### src/logic/timer_map.vh
// Function
// - Run clear holds counter at zero
// - Clock-select field picks prescaled count clock
// - Mode field: 00 interval, 10 PWM
// - Output-level bit sets default output level
// - Output-enable bit gates the timer pin
// - Counting starts within one count clock
// - Interval match clears, toggles output, interrupts
// - Interrupt recurs every N+1 count clocks
// - Run clear forces interrupt and output inactive
// - PWM period match clears, interrupts, activates
// - PWM duty match deactivates, no clear, no interrupt
// - PWM period N+1, active width M+1
// - PWM start masks one count clock
// - Duty transfer needs three count clocks
// - Control register bit/byte writable, resets zero
// - New duty latched, moved on old match
// - Write at match waits for next match
`ifndef TIMER_MAP_VH
`define TIMER_MAP_VH
`define ADDR_MODE_CTRL   16'hff70
`define ADDR_PERIOD_CMP  16'hff71
`define ADDR_DUTY_CMP    16'hff72
`define MODE_CTRL_RESET  8'h00
`define CMP_RESET        8'h00
`define BIT_RUN          7
`define CKS_MSB          6
`define CKS_LSB          4
`define MODE_MSB         3
`define MODE_LSB         2
`define BIT_LEVEL        1
`define BIT_OUT_EN       0
`define MODE_INTERVAL    2'b00
`define MODE_PWM         2'b10
`define CKS_DIV1         3'b000
`define CKS_DIV4         3'b001
`define CKS_DIV16        3'b010
`define CKS_DIV64        3'b011
`define CKS_DIV4096      3'b100
`define CKS_LOW_SPEED    3'b101
`define DIV_MASK4        12'h003
`define DIV_MASK16       12'h00f
`define DIV_MASK64       12'h03f
`define DIV_MASK4096     12'hfff
`define LS_DIV_LAST      7'h7f
`define DUTY_XFER_TICKS  2'h3
`endif

### src/logic/count_tick_gen.v
`timescale 1ns/1ps
`include "timer_map.vh"
module count_tick_gen
#(
  parameter DIV_W    = 12,
  parameter LS_DIV_W = 7
)
(
  input  wire       clk_sys_i,
  input  wire       rstn_i,
  input  wire [2:0] clock_select_i,
  input  wire       low_speed_internal_clock_i,
  output wire       tick_o
);

  reg  [DIV_W-1:0]    div_q;
  reg  [LS_DIV_W-1:0] ls_cnt_q;
  reg                 ls_meta_q;
  reg                 ls_sync_q;
  reg                 ls_prev_q;
  reg                 tick_q;
  reg                 tick_d;
  wire                ls_edge;

  assign ls_edge = ls_sync_q & ~ls_prev_q;
  assign tick_o  = tick_q;

  // Free-running chain on the peripheral clock
  always @(posedge clk_sys_i)
  begin
    if (!rstn_i)
    begin
      div_q     <= {DIV_W{1'b0}};
      ls_cnt_q  <= {LS_DIV_W{1'b0}};
      ls_meta_q <= 1'b0;
      ls_sync_q <= 1'b0;
      ls_prev_q <= 1'b0;
      tick_q    <= 1'b0;
    end
    else
    begin
      div_q     <= div_q + {{(DIV_W-1){1'b0}}, 1'b1};
      ls_meta_q <= low_speed_internal_clock_i;
      ls_sync_q <= ls_meta_q;
      ls_prev_q <= ls_sync_q;
      if (ls_edge)
        ls_cnt_q <= ls_cnt_q + {{(LS_DIV_W-1){1'b0}}, 1'b1};
      tick_q    <= tick_d;
    end
  end

  always @*
  begin
    case (clock_select_i)
      `CKS_DIV1:      tick_d = 1'b1;
      `CKS_DIV4:      tick_d = (div_q & `DIV_MASK4) == `DIV_MASK4;
      `CKS_DIV16:     tick_d = (div_q & `DIV_MASK16) == `DIV_MASK16;
      `CKS_DIV64:     tick_d = (div_q & `DIV_MASK64) == `DIV_MASK64;
      `CKS_DIV4096:   tick_d = (div_q & `DIV_MASK4096) == `DIV_MASK4096;
      `CKS_LOW_SPEED: tick_d = ls_edge & (ls_cnt_q == `LS_DIV_LAST);
      default:        tick_d = 1'b0;
    endcase
  end

endmodule // count_tick_gen

### src/logic/timer_h_interval_pwm.v
`timescale 1ns/1ps
`include "timer_map.vh"
module timer_h_interval_pwm
#(
  parameter CNT_W = 8
)
(
  input  wire        clk_sys_i,
  input  wire        rstn_i,
  input  wire [15:0] cpu_addr_i,
  input  wire        cpu_wr_i,
  input  wire        cpu_bit_wr_i,
  input  wire [2:0]  cpu_bit_sel_i,
  input  wire        cpu_bit_val_i,
  input  wire [7:0]  cpu_wdata_i,
  input  wire        cpu_rd_i,
  output wire [7:0]  cpu_rdata_o,
  input  wire        low_speed_internal_clock_i,
  output wire        timer_output_pin_o,
  output wire        timer_output_pin_oe_o,
  output wire        timer_match_irq_o
);

  localparam [2:0] PH_MASK   = 3'b001;
  localparam [2:0] PH_PERIOD = 3'b010;
  localparam [2:0] PH_DUTY   = 3'b100;

  reg  [7:0]       timer_mode_control_q;
  reg  [7:0]       timer_mode_control_d;
  reg  [7:0]       period_compare_q;
  reg  [7:0]       duty_latch_q;
  reg  [7:0]       duty_compare_q;
  reg              duty_pending_q;
  reg  [1:0]       duty_age_q;
  reg  [CNT_W-1:0] count_q;
  reg  [CNT_W-1:0] count_d;
  reg  [2:0]       phase_q;
  reg  [2:0]       phase_d;
  reg              active_q;
  reg              active_d;
  reg              irq_q;
  reg              irq_d;
  reg              xfer_d;
  reg  [7:0]       rdata_q;
  reg  [7:0]       rdata_d;
  reg  [7:0]       duty_latch_d;
  reg  [7:0]       duty_compare_d;
  reg              duty_pending_d;
  reg  [1:0]       duty_age_d;

  wire             tick;
  wire             run_enable;
  wire [2:0]       clock_select;
  wire [1:0]       mode_sel;
  wire             pwm_mode;
  wire             output_default_level;
  wire             output_pin_enable;
  wire             hit_mode;
  wire             hit_period;
  wire             hit_duty;
  wire             duty_write;
  wire             period_match;
  wire             duty_match;
  wire             duty_ready;
  wire             ctl_write;
  wire             ctl_bit_write;
  wire             period_write;

  assign run_enable           = timer_mode_control_q[`BIT_RUN];
  assign clock_select         = timer_mode_control_q[`CKS_MSB:`CKS_LSB];
  assign mode_sel             = timer_mode_control_q[`MODE_MSB:`MODE_LSB];
  assign pwm_mode             = (mode_sel == `MODE_PWM);
  assign output_default_level = timer_mode_control_q[`BIT_LEVEL];
  assign output_pin_enable    = timer_mode_control_q[`BIT_OUT_EN];

  assign hit_mode   = (cpu_addr_i == `ADDR_MODE_CTRL);
  assign hit_period = (cpu_addr_i == `ADDR_PERIOD_CMP);
  assign hit_duty   = (cpu_addr_i == `ADDR_DUTY_CMP);
  assign duty_write = cpu_wr_i & hit_duty;
  assign ctl_write     = cpu_wr_i & hit_mode;
  assign ctl_bit_write = cpu_bit_wr_i & hit_mode;
  assign period_write  = cpu_wr_i & hit_period;

  assign period_match = (count_q == period_compare_q[CNT_W-1:0]);
  assign duty_match   = (count_q == duty_compare_q[CNT_W-1:0]);
  assign duty_ready   = duty_pending_q
                        & (duty_age_q == `DUTY_XFER_TICKS);

  // Output: inactive level is the default level, active is its inverse
  assign timer_output_pin_o    = output_default_level ^ active_q;
  assign timer_output_pin_oe_o = output_pin_enable;
  assign timer_match_irq_o     = irq_q;
  assign cpu_rdata_o           = rdata_q;

  count_tick_gen
  #(
    .DIV_W    (12),
    .LS_DIV_W (7)
  )
  u_tick
  (
    .clk_sys_i                  (clk_sys_i),
    .rstn_i                     (rstn_i),
    .clock_select_i             (clock_select),
    .low_speed_internal_clock_i (low_speed_internal_clock_i),
    .tick_o                     (tick)
  );

  // Control register: byte write or single-bit write
  always @*
  begin
    timer_mode_control_d = timer_mode_control_q;
    if (ctl_write)
      timer_mode_control_d = cpu_wdata_i;
    else if (ctl_bit_write)
      timer_mode_control_d[cpu_bit_sel_i] = cpu_bit_val_i;
  end

  // Counter, phase and output sequencing
  always @*
  begin
    count_d  = count_q;
    phase_d  = phase_q;
    active_d = active_q;
    irq_d    = 1'b0;
    xfer_d   = 1'b0;
    if (!run_enable)
    begin
      count_d  = {CNT_W{1'b0}};
      phase_d  = PH_MASK;
      active_d = 1'b0;
    end
    else if (tick)
    begin
      if (!pwm_mode)
      begin
        phase_d = PH_PERIOD;
        if (period_match)
        begin
          count_d  = {CNT_W{1'b0}};
          active_d = ~active_q;
          irq_d    = 1'b1;
        end
        else
          count_d = count_q + {{(CNT_W-1){1'b0}}, 1'b1};
      end
      else
      begin
        case (phase_q)
          PH_MASK:
          begin
            phase_d = PH_PERIOD;
          end
          PH_PERIOD:
          begin
            if (period_match)
            begin
              count_d  = {CNT_W{1'b0}};
              active_d = 1'b1;
              irq_d    = 1'b1;
              phase_d  = PH_DUTY;
            end
            else
              count_d = count_q + {{(CNT_W-1){1'b0}}, 1'b1};
          end
          PH_DUTY:
          begin
            count_d = count_q + {{(CNT_W-1){1'b0}}, 1'b1};
            if (duty_match)
            begin
              active_d = 1'b0;
              phase_d  = PH_PERIOD;
              xfer_d   = duty_ready & ~duty_write;
            end
          end
          default:
          begin
            phase_d = PH_MASK;
          end
        endcase
      end
    end
  end

  // Read data: mapped registers, zero elsewhere
  always @*
  begin
    case (cpu_addr_i)
      `ADDR_MODE_CTRL:
        rdata_d = timer_mode_control_q;
      `ADDR_PERIOD_CMP:
        rdata_d = period_compare_q;
      `ADDR_DUTY_CMP:
        rdata_d = duty_latch_q;
      default:
        rdata_d = 8'h00;
    endcase
  end

  // Control register
  always @(posedge clk_sys_i)
  begin
    if (!rstn_i)
      timer_mode_control_q <= `MODE_CTRL_RESET;
    else
      timer_mode_control_q <= timer_mode_control_d;
  end

  always @(posedge clk_sys_i)
  begin
    if (!rstn_i)
    begin
      count_q  <= {CNT_W{1'b0}};
      phase_q  <= PH_MASK;
      active_q <= 1'b0;
      irq_q    <= 1'b0;
    end
    else
    begin
      count_q  <= count_d;
      phase_q  <= phase_d;
      active_q <= active_d;
      irq_q    <= irq_d;
    end
  end

  // Read data holds until the next read
  always @(posedge clk_sys_i)
  begin
    if (!rstn_i)
      rdata_q <= 8'h00;
    else if (cpu_rd_i)
      rdata_q <= rdata_d;
  end

  // Period compare: software keeps it fixed while counting
  always @(posedge clk_sys_i)
  begin
    if (!rstn_i)
      period_compare_q <= `CMP_RESET;
    else if (period_write)
      period_compare_q <= cpu_wdata_i;
  end

  // Duty write: direct while stopped, latched while running
  always @*
  begin
    duty_latch_d   = duty_latch_q;
    duty_compare_d = duty_compare_q;
    duty_pending_d = duty_pending_q;
    duty_age_d     = duty_age_q;
    if (duty_write)
    begin
      duty_latch_d = cpu_wdata_i;
      duty_age_d   = 2'h0;
      if (!run_enable)
      begin
        duty_compare_d = cpu_wdata_i;
        duty_pending_d = 1'b0;
      end
      else
        duty_pending_d = 1'b1;
    end
    else
    begin
      if (run_enable && tick && duty_age_q != `DUTY_XFER_TICKS)
        duty_age_d = duty_age_q + 2'h1;
      if (xfer_d)
      begin
        duty_compare_d = duty_latch_q;
        duty_pending_d = 1'b0;
      end
    end
  end

  always @(posedge clk_sys_i)
  begin
    if (!rstn_i)
      duty_latch_q <= `CMP_RESET;
    else
      duty_latch_q <= duty_latch_d;
  end

  always @(posedge clk_sys_i)
  begin
    if (!rstn_i)
      duty_compare_q <= `CMP_RESET;
    else
      duty_compare_q <= duty_compare_d;
  end

  always @(posedge clk_sys_i)
  begin
    if (!rstn_i)
    begin
      duty_pending_q <= 1'b0;
      duty_age_q     <= 2'h0;
    end
    else
    begin
      duty_pending_q <= duty_pending_d;
      duty_age_q     <= duty_age_d;
    end
  end

endmodule // timer_h_interval_pwm

### config.mk
export PLATFORM = sky130hd
export DESIGN_NAME = timer_h_interval_pwm
export DESIGN_NICKNAME = d
export VERILOG_FILES = /design/src/logic/count_tick_gen.v /design/src/logic/timer_h_interval_pwm.v
export VERILOG_INCLUDE_DIRS = /design/src /design/src/logic
export SDC_FILE = /design/constraint.sdc
export NUM_CORES = 1
export LEC_CHECK = 0
export BUFFER_PORTS_ARGS = -buffer_cell sky130_fd_sc_hd__buf_2
export CAP_MARGIN = 0
export CORE_UTILIZATION = 30
export CTS_BUF_LIST = sky130_fd_sc_hd__clkbuf_8
export CTS_CLUSTER_SIZE = 24
export DETAILED_ROUTE_END_ITERATION = 12
export RECOVER_POWER = 25
export SLEW_MARGIN = 20
export SYNTH_ARGS = -nofsm -noshare
export SYNTH_HDL_FRONTEND = slang
export SYNTH_SLANG_ARGS = --single-unit
### constraint.sdc
create_clock -name clk_sys_i -period 3.7 [get_ports clk_sys_i]
set_input_delay 0.37 -clock clk_sys_i [delete_from_list [all_inputs] [get_ports clk_sys_i]]
set_output_delay 0.37 -clock clk_sys_i [all_outputs]
set_load 0.1 [all_outputs]
# == Yosys cells after proc, flatten, opt, wreduce, memory -nomap -nowiden ==
# Index checks and enable logic that the tools add are counted.
# word_totals
regBits,79
output_inout_bits,11
word_cells,109
# op_classes
add_sub_neg,4
n_lt_le_gt_ge,2
eq_ne,26
mux,33
n_bitwise,13
reduce_logical,14
# op_table
cell,n
2-to-1 mux 8 bit,7
== test 16 bit (second input constant),3
case mux 8 bit (3 select lines),1
== test 8 bit,2
2-to-1 mux 1 bit,16
case mux 8 bit (2 select lines),1
adder 12 x 1 -> 12 bit (second input constant),1
== test 12 bit (second input constant),1
== test 3 x 2 -> 1 bit (second input constant),3
== test 3 bit (second input constant),3
2-to-1 mux 3 bit,3
case mux 3 bit (3 select lines),1
adder 8 x 1 -> 8 bit (second input constant),1
bitwise AND 1 bit,8
bitwise mux 8 bit,1
adder 7 x 1 -> 7 bit (second input constant),1
== test 7 bit (second input constant),1
== test 2 bit (second input constant),3
== test 3 x 1 -> 1 bit (second input constant),2
== test 6 bit (second input constant),1
inequality test 2 bit (second input constant),3
inequality test 3 bit (second input constant),2
case mux 1 bit (6 select lines),1
AND reduction 2 bit,3
15 further kinds,23

# == Longest topological paths before layout ==
# logic_depth
depth_word,11
ltp_mapped,7
ltp_nobuf,5

# == Modules after synthesis ==
# Synthesis repeated with hierarchy kept, for this count alone.
# unflattened
cells_unflattened,441
area_unflattened_um2,3978.8
# modules_own_cells
module,n_inst,cells_per_inst,area_per_inst_um2,seq_area_each_um2
timer_h_interval_pwm,1,340,2982.9,1121.1
count_tick_gen,1,101,996.0,460.4

# == Worst setup path after synthesis ==
# No wires, ideal clock.
# synth_path
path_kind,reg-to-output
startpoint,register timer_mode_control_q[1]
endpoint,output timer_output_pin_o
t_arrival_ns,1.777
required_ns,3.330
slack_ns,1.553
stages_incl_launch_ff,2
n_path_buf,0
path_cell_list,dfxtp_1 -> xor2_1
# synth_via
elab_chain_cells,1
# synth_rtl
element,line,source
start: declaration,timer_h_interval_pwm.v:28,reg [7:0] timer_mode_control_q;
start signal: assignment,timer_h_interval_pwm.v:204,timer_mode_control_q <= `MODE_CTRL_RESET;
start signal: assignment,timer_h_interval_pwm.v:206,timer_mode_control_q <= timer_mode_control_d;
bitwise XOR 1 bit,timer_h_interval_pwm.v:90,assign timer_output_pin_o = output_default_level ^ active_q;
end: declaration,timer_h_interval_pwm.v:19,"output wire timer_output_pin_o,"
# Every way passes these cells.

==> results.yml <==
sta:
  worstMarginPinSlew_ns: 2.38
  min_period_ns: 2.58
  drv_slew: 67
  max_freq_ghz: 0.388
  period_share_pct: 69.6
  finClkSkew_ns: 0.00811
  hold_violations: 0
  fin_tns_setup_ns: 0
  rsz0062_at_grt: "false"
  relSlewSlack_pct: -58.9
  setup_violations: 0
worst_setup_path:
  crit_path_start_kind: "input port"
  cp_common_cell: "clkbuf_1"
  cp_slowest_stage_delay_ns: 1.71
  path_delay_family: "buffers and inverters"
  r2r_setup_slack_ns: 1.54
  cp.arrival_ns: 2.87
  end_kind: "flip-flop"
  path_class: "input port to flip-flop"
  path_max_fanout: 66
  rr_endpoint: "count_q[6]$_SDFFE_PN0P_"
  critical_path_required_ns: 3.99
  cp.buffers_inverters: 2
  rr_worst_depth: 5
  cp_cell_sequence: "clkbuf_1, clkbuf_1, o21ai_0, a21oi_1"
  cp_slowest_cell: "clkbuf_1"
  r2r-start: "count_q[1]$_SDFFE_PN0P_"
routing:
  dr.pass1.iters: 4
  drt-wirelength-per-cell_um: 15.1
  drt_iter0_drc: 177
  finalWirelength_um: 10100
  vias: 3381
  drc_errors: 0
  ant_nets: 0
  avgViaCountPerCell: 5.04
yosys:
  syn_inst: 459
  synth_area_leaders: "dfxtp_1 (39%), xor2_1 (5.9%), nand2_1 (4.6%)"
  syn-cell-area_sq_um: 4030
  yosysTopAreaCellShare_pct: 39.3
  syn-num-nets: 497
  synth-edff-count: 0
  avgSynthCellArea_sq_um: 8.77
  ys_ff_latch: 79
  ys.flop_type: "dfxtp_1"
  synthArstFlopShare_pct: 0
  ys_types: 55
  yosys_warnings: 0
  yosysTopAreaCell: "dfxtp_1"
  synth-seq-area-share_pct: 39.3
die:
  die_h_um: 118
  start_util_pct: 31.3
  rows: 41
  floorplan.io_pins: 45
  core_sq_um: 12900
  die_area_sq_um: 13900
  die_w_um: 118
clock_network:
  clockRootBuffer: "clkbuf_8"
  htree_num_levels: 3
  clk_path_buf_depth: 2
  cts_resized: 0
  cts_buffers: 9
  cts_hold_buf: 0
  clk_pin_slew_ns: 0.08
  cts_tree: "yes"
  post_cts_buffers: 0
  clock_latency_ns: 0.36
  cts.sinks: 79
pwr:
  seqPwrFrac_pct: 48.0
  p_comb_share_pct: 4.9
  switching_share_pct: 21.7
  switching_power_uw: 389
  p_leak_uw: 0.00181
  p_int_uw: 1400
  power.share.clock_pct: 47.0
  peakVddDrop_v: 0.000272
  power_density_nw_per_um2: 390
min_path:
  hold_class: "input port to flip-flop"
  min_from: "low_speed_internal_clock_i"
  min_to: "u_tick.ls_meta_q$_SDFF_PN0_"
  min_delay_path_depth: 2
placement:
  dpl-instance-area_sq_um: 4350
  dp_hpwl_um: 7380
  portBuffers: 44
  place_congestion: 0.846
status:
  status: "finished, violations left"
  violations: "capacitance limit, slew limit"
final_layout:
  area_growth_pct: 14.3
  fin_util_pct: 35.7
  layout_commonest_cell: "dfxtp_1"
  design_area_sq_um: 4600
  drive_gt1_share_pct: 14.8
  num_antenna_cells: 0
  final_cell_mix: "dfxtp_1 (79), nand2_1 (49), buf_2 (43)"
  fin_nets: 532
global_routing:
  grt_pass1_vias: 3357
  antenna_found_initial: 0
  grt_overflow: 0
  grt_usage_pct: 15.2
  grt_pass1_wl_um: 16800
  grt_max_degree: 67
flow_run:
  cap_violations: 1
## metrics by stage
step | cells | power (uW) | hold slack (ns) | setup slack [ns]
detailed placement | 655 | 968 | 0.421 | 1.57
CTS | 671 | 1810 | 0.199 | 1.57
global placement | 655 | 965 | 0.414 | 1.60
global route | 671 | 1850 | 0.215 | 0.744
floorplan | 459 | 931 | 0.412 | 1.55
finish | 671 | 1790 | 0.218 | 1.12
## power by group through the flow
| stage | Sequential, uW | Clock (uW) | Combinational (uW) |
|---|---|---|---|
| global placement | 881 | 0 | 84.9 |
| global route | 862 | 892 | 97.3 |
| finish | 861 | 843 | 88.7 |
| detailed placement | 881 | 0 | 86.9 |
| floorplan | 878 | 0 | 52.9 |
| CTS | 861 | 859 | 87.5 |
## logic make-up (layout without fill, tap and decap cells)
group                      after synthesis  in the layout  synth area share [%]
DFF                                     79             79                  39.3
buffers and inverters                   42             82                  5.10
xor gates and xnor gates                35             35                  7.61
and+or+nand+nor                        174            174                  23.9
AOI/OAI and AO/OA                      112            112                  19.6
muxes                                   13             13                  3.23
adders and majority gates                4              4                  1.24
## flip-flops by register name (all words and copies together), names as in the netlist, 2 cells and up
name                  flops
duty_compare_q            8
duty_age_q                2
count_q                   8
cpu_rdata_o               8
timer_mode_control_q      8
period_compare_q          8
phase_q                   3
u_tick.ls_cnt_q           7
u_tick.div_q             12
duty_latch_q              8
## final cells by class
type                            count  area (sq um)
Clock inverter                      7           136
Inverter                           20          75.1
Fill cell                        1315          8270
Timing Repair Buffer               46           230
Multi-Input combinational cell    338          2240
Tap cell                          172           215
Sequential cell                    79          1580
Clock buffer                        9           124
## Yosys cell counts (all sizes together) (4+ instances only)
cell / instances
xnor2: 8
nand2: 49
a21boi: 24
or3: 10
and3: 6
o31ai: 8
nor2: 22
mux2i: 13
o221a: 8
o22ai: 8
and2: 25
buf: 7
clkbuf: 14
nor3: 6
o21a: 8
inv: 20
xor2: 27
nand3: 15
nand4: 12
a21oi: 28
nor4: 6
nor2b: 10
o21ai: 16
ha: 4
dfxtp: 79
## worst max path at each step
stage	slack, ns	to	startpoint	cells after the start
floorplan	1.55	timer_output_pin_o	timer_mode_control_q[1]$_SDFFE_PN0P_	1
global placement	1.60	duty_compare_q[5]$_SDFFE_PN0P_	cpu_addr_i[0]	5
finish	1.12	timer_mode_control_q[4]$_SDFFE_PN0P_	rstn_i	4
detailed placement	1.57	duty_compare_q[0]$_SDFFE_PN0P_	cpu_addr_i[0]	5
CTS	1.57	count_q[6]$_SDFFE_PN0P_	count_q[1]$_SDFFE_PN0P_	5
global route	0.74	timer_mode_control_q[6]$_SDFFE_PN0P_	rstn_i	4
## worst reg2reg max path: stages, from the launching register on
cell,delay [ns]
dfxtp_1,0.47
xor2_1,0.11
nor4_1,0.47
nand2_1,0.23
o311ai_2,0.63
nor2_1,0.11
## per-layer routing
| layer | GRT usage (%) | up-vias | wire length, um |
|---|---|---|---|
| met1 | 17.9 | 1625 | 4540 |
| met3 | 3.34 | 11 | 333 |
| met2 | 26.4 | 52 | 5090 |
| met4 | 6.25 | 0 | 165 |
| met5 | 0 | - | 0 |
| li1 | - | 1693 | - |
Note: power is estimated with default switching activity, not from simulation.
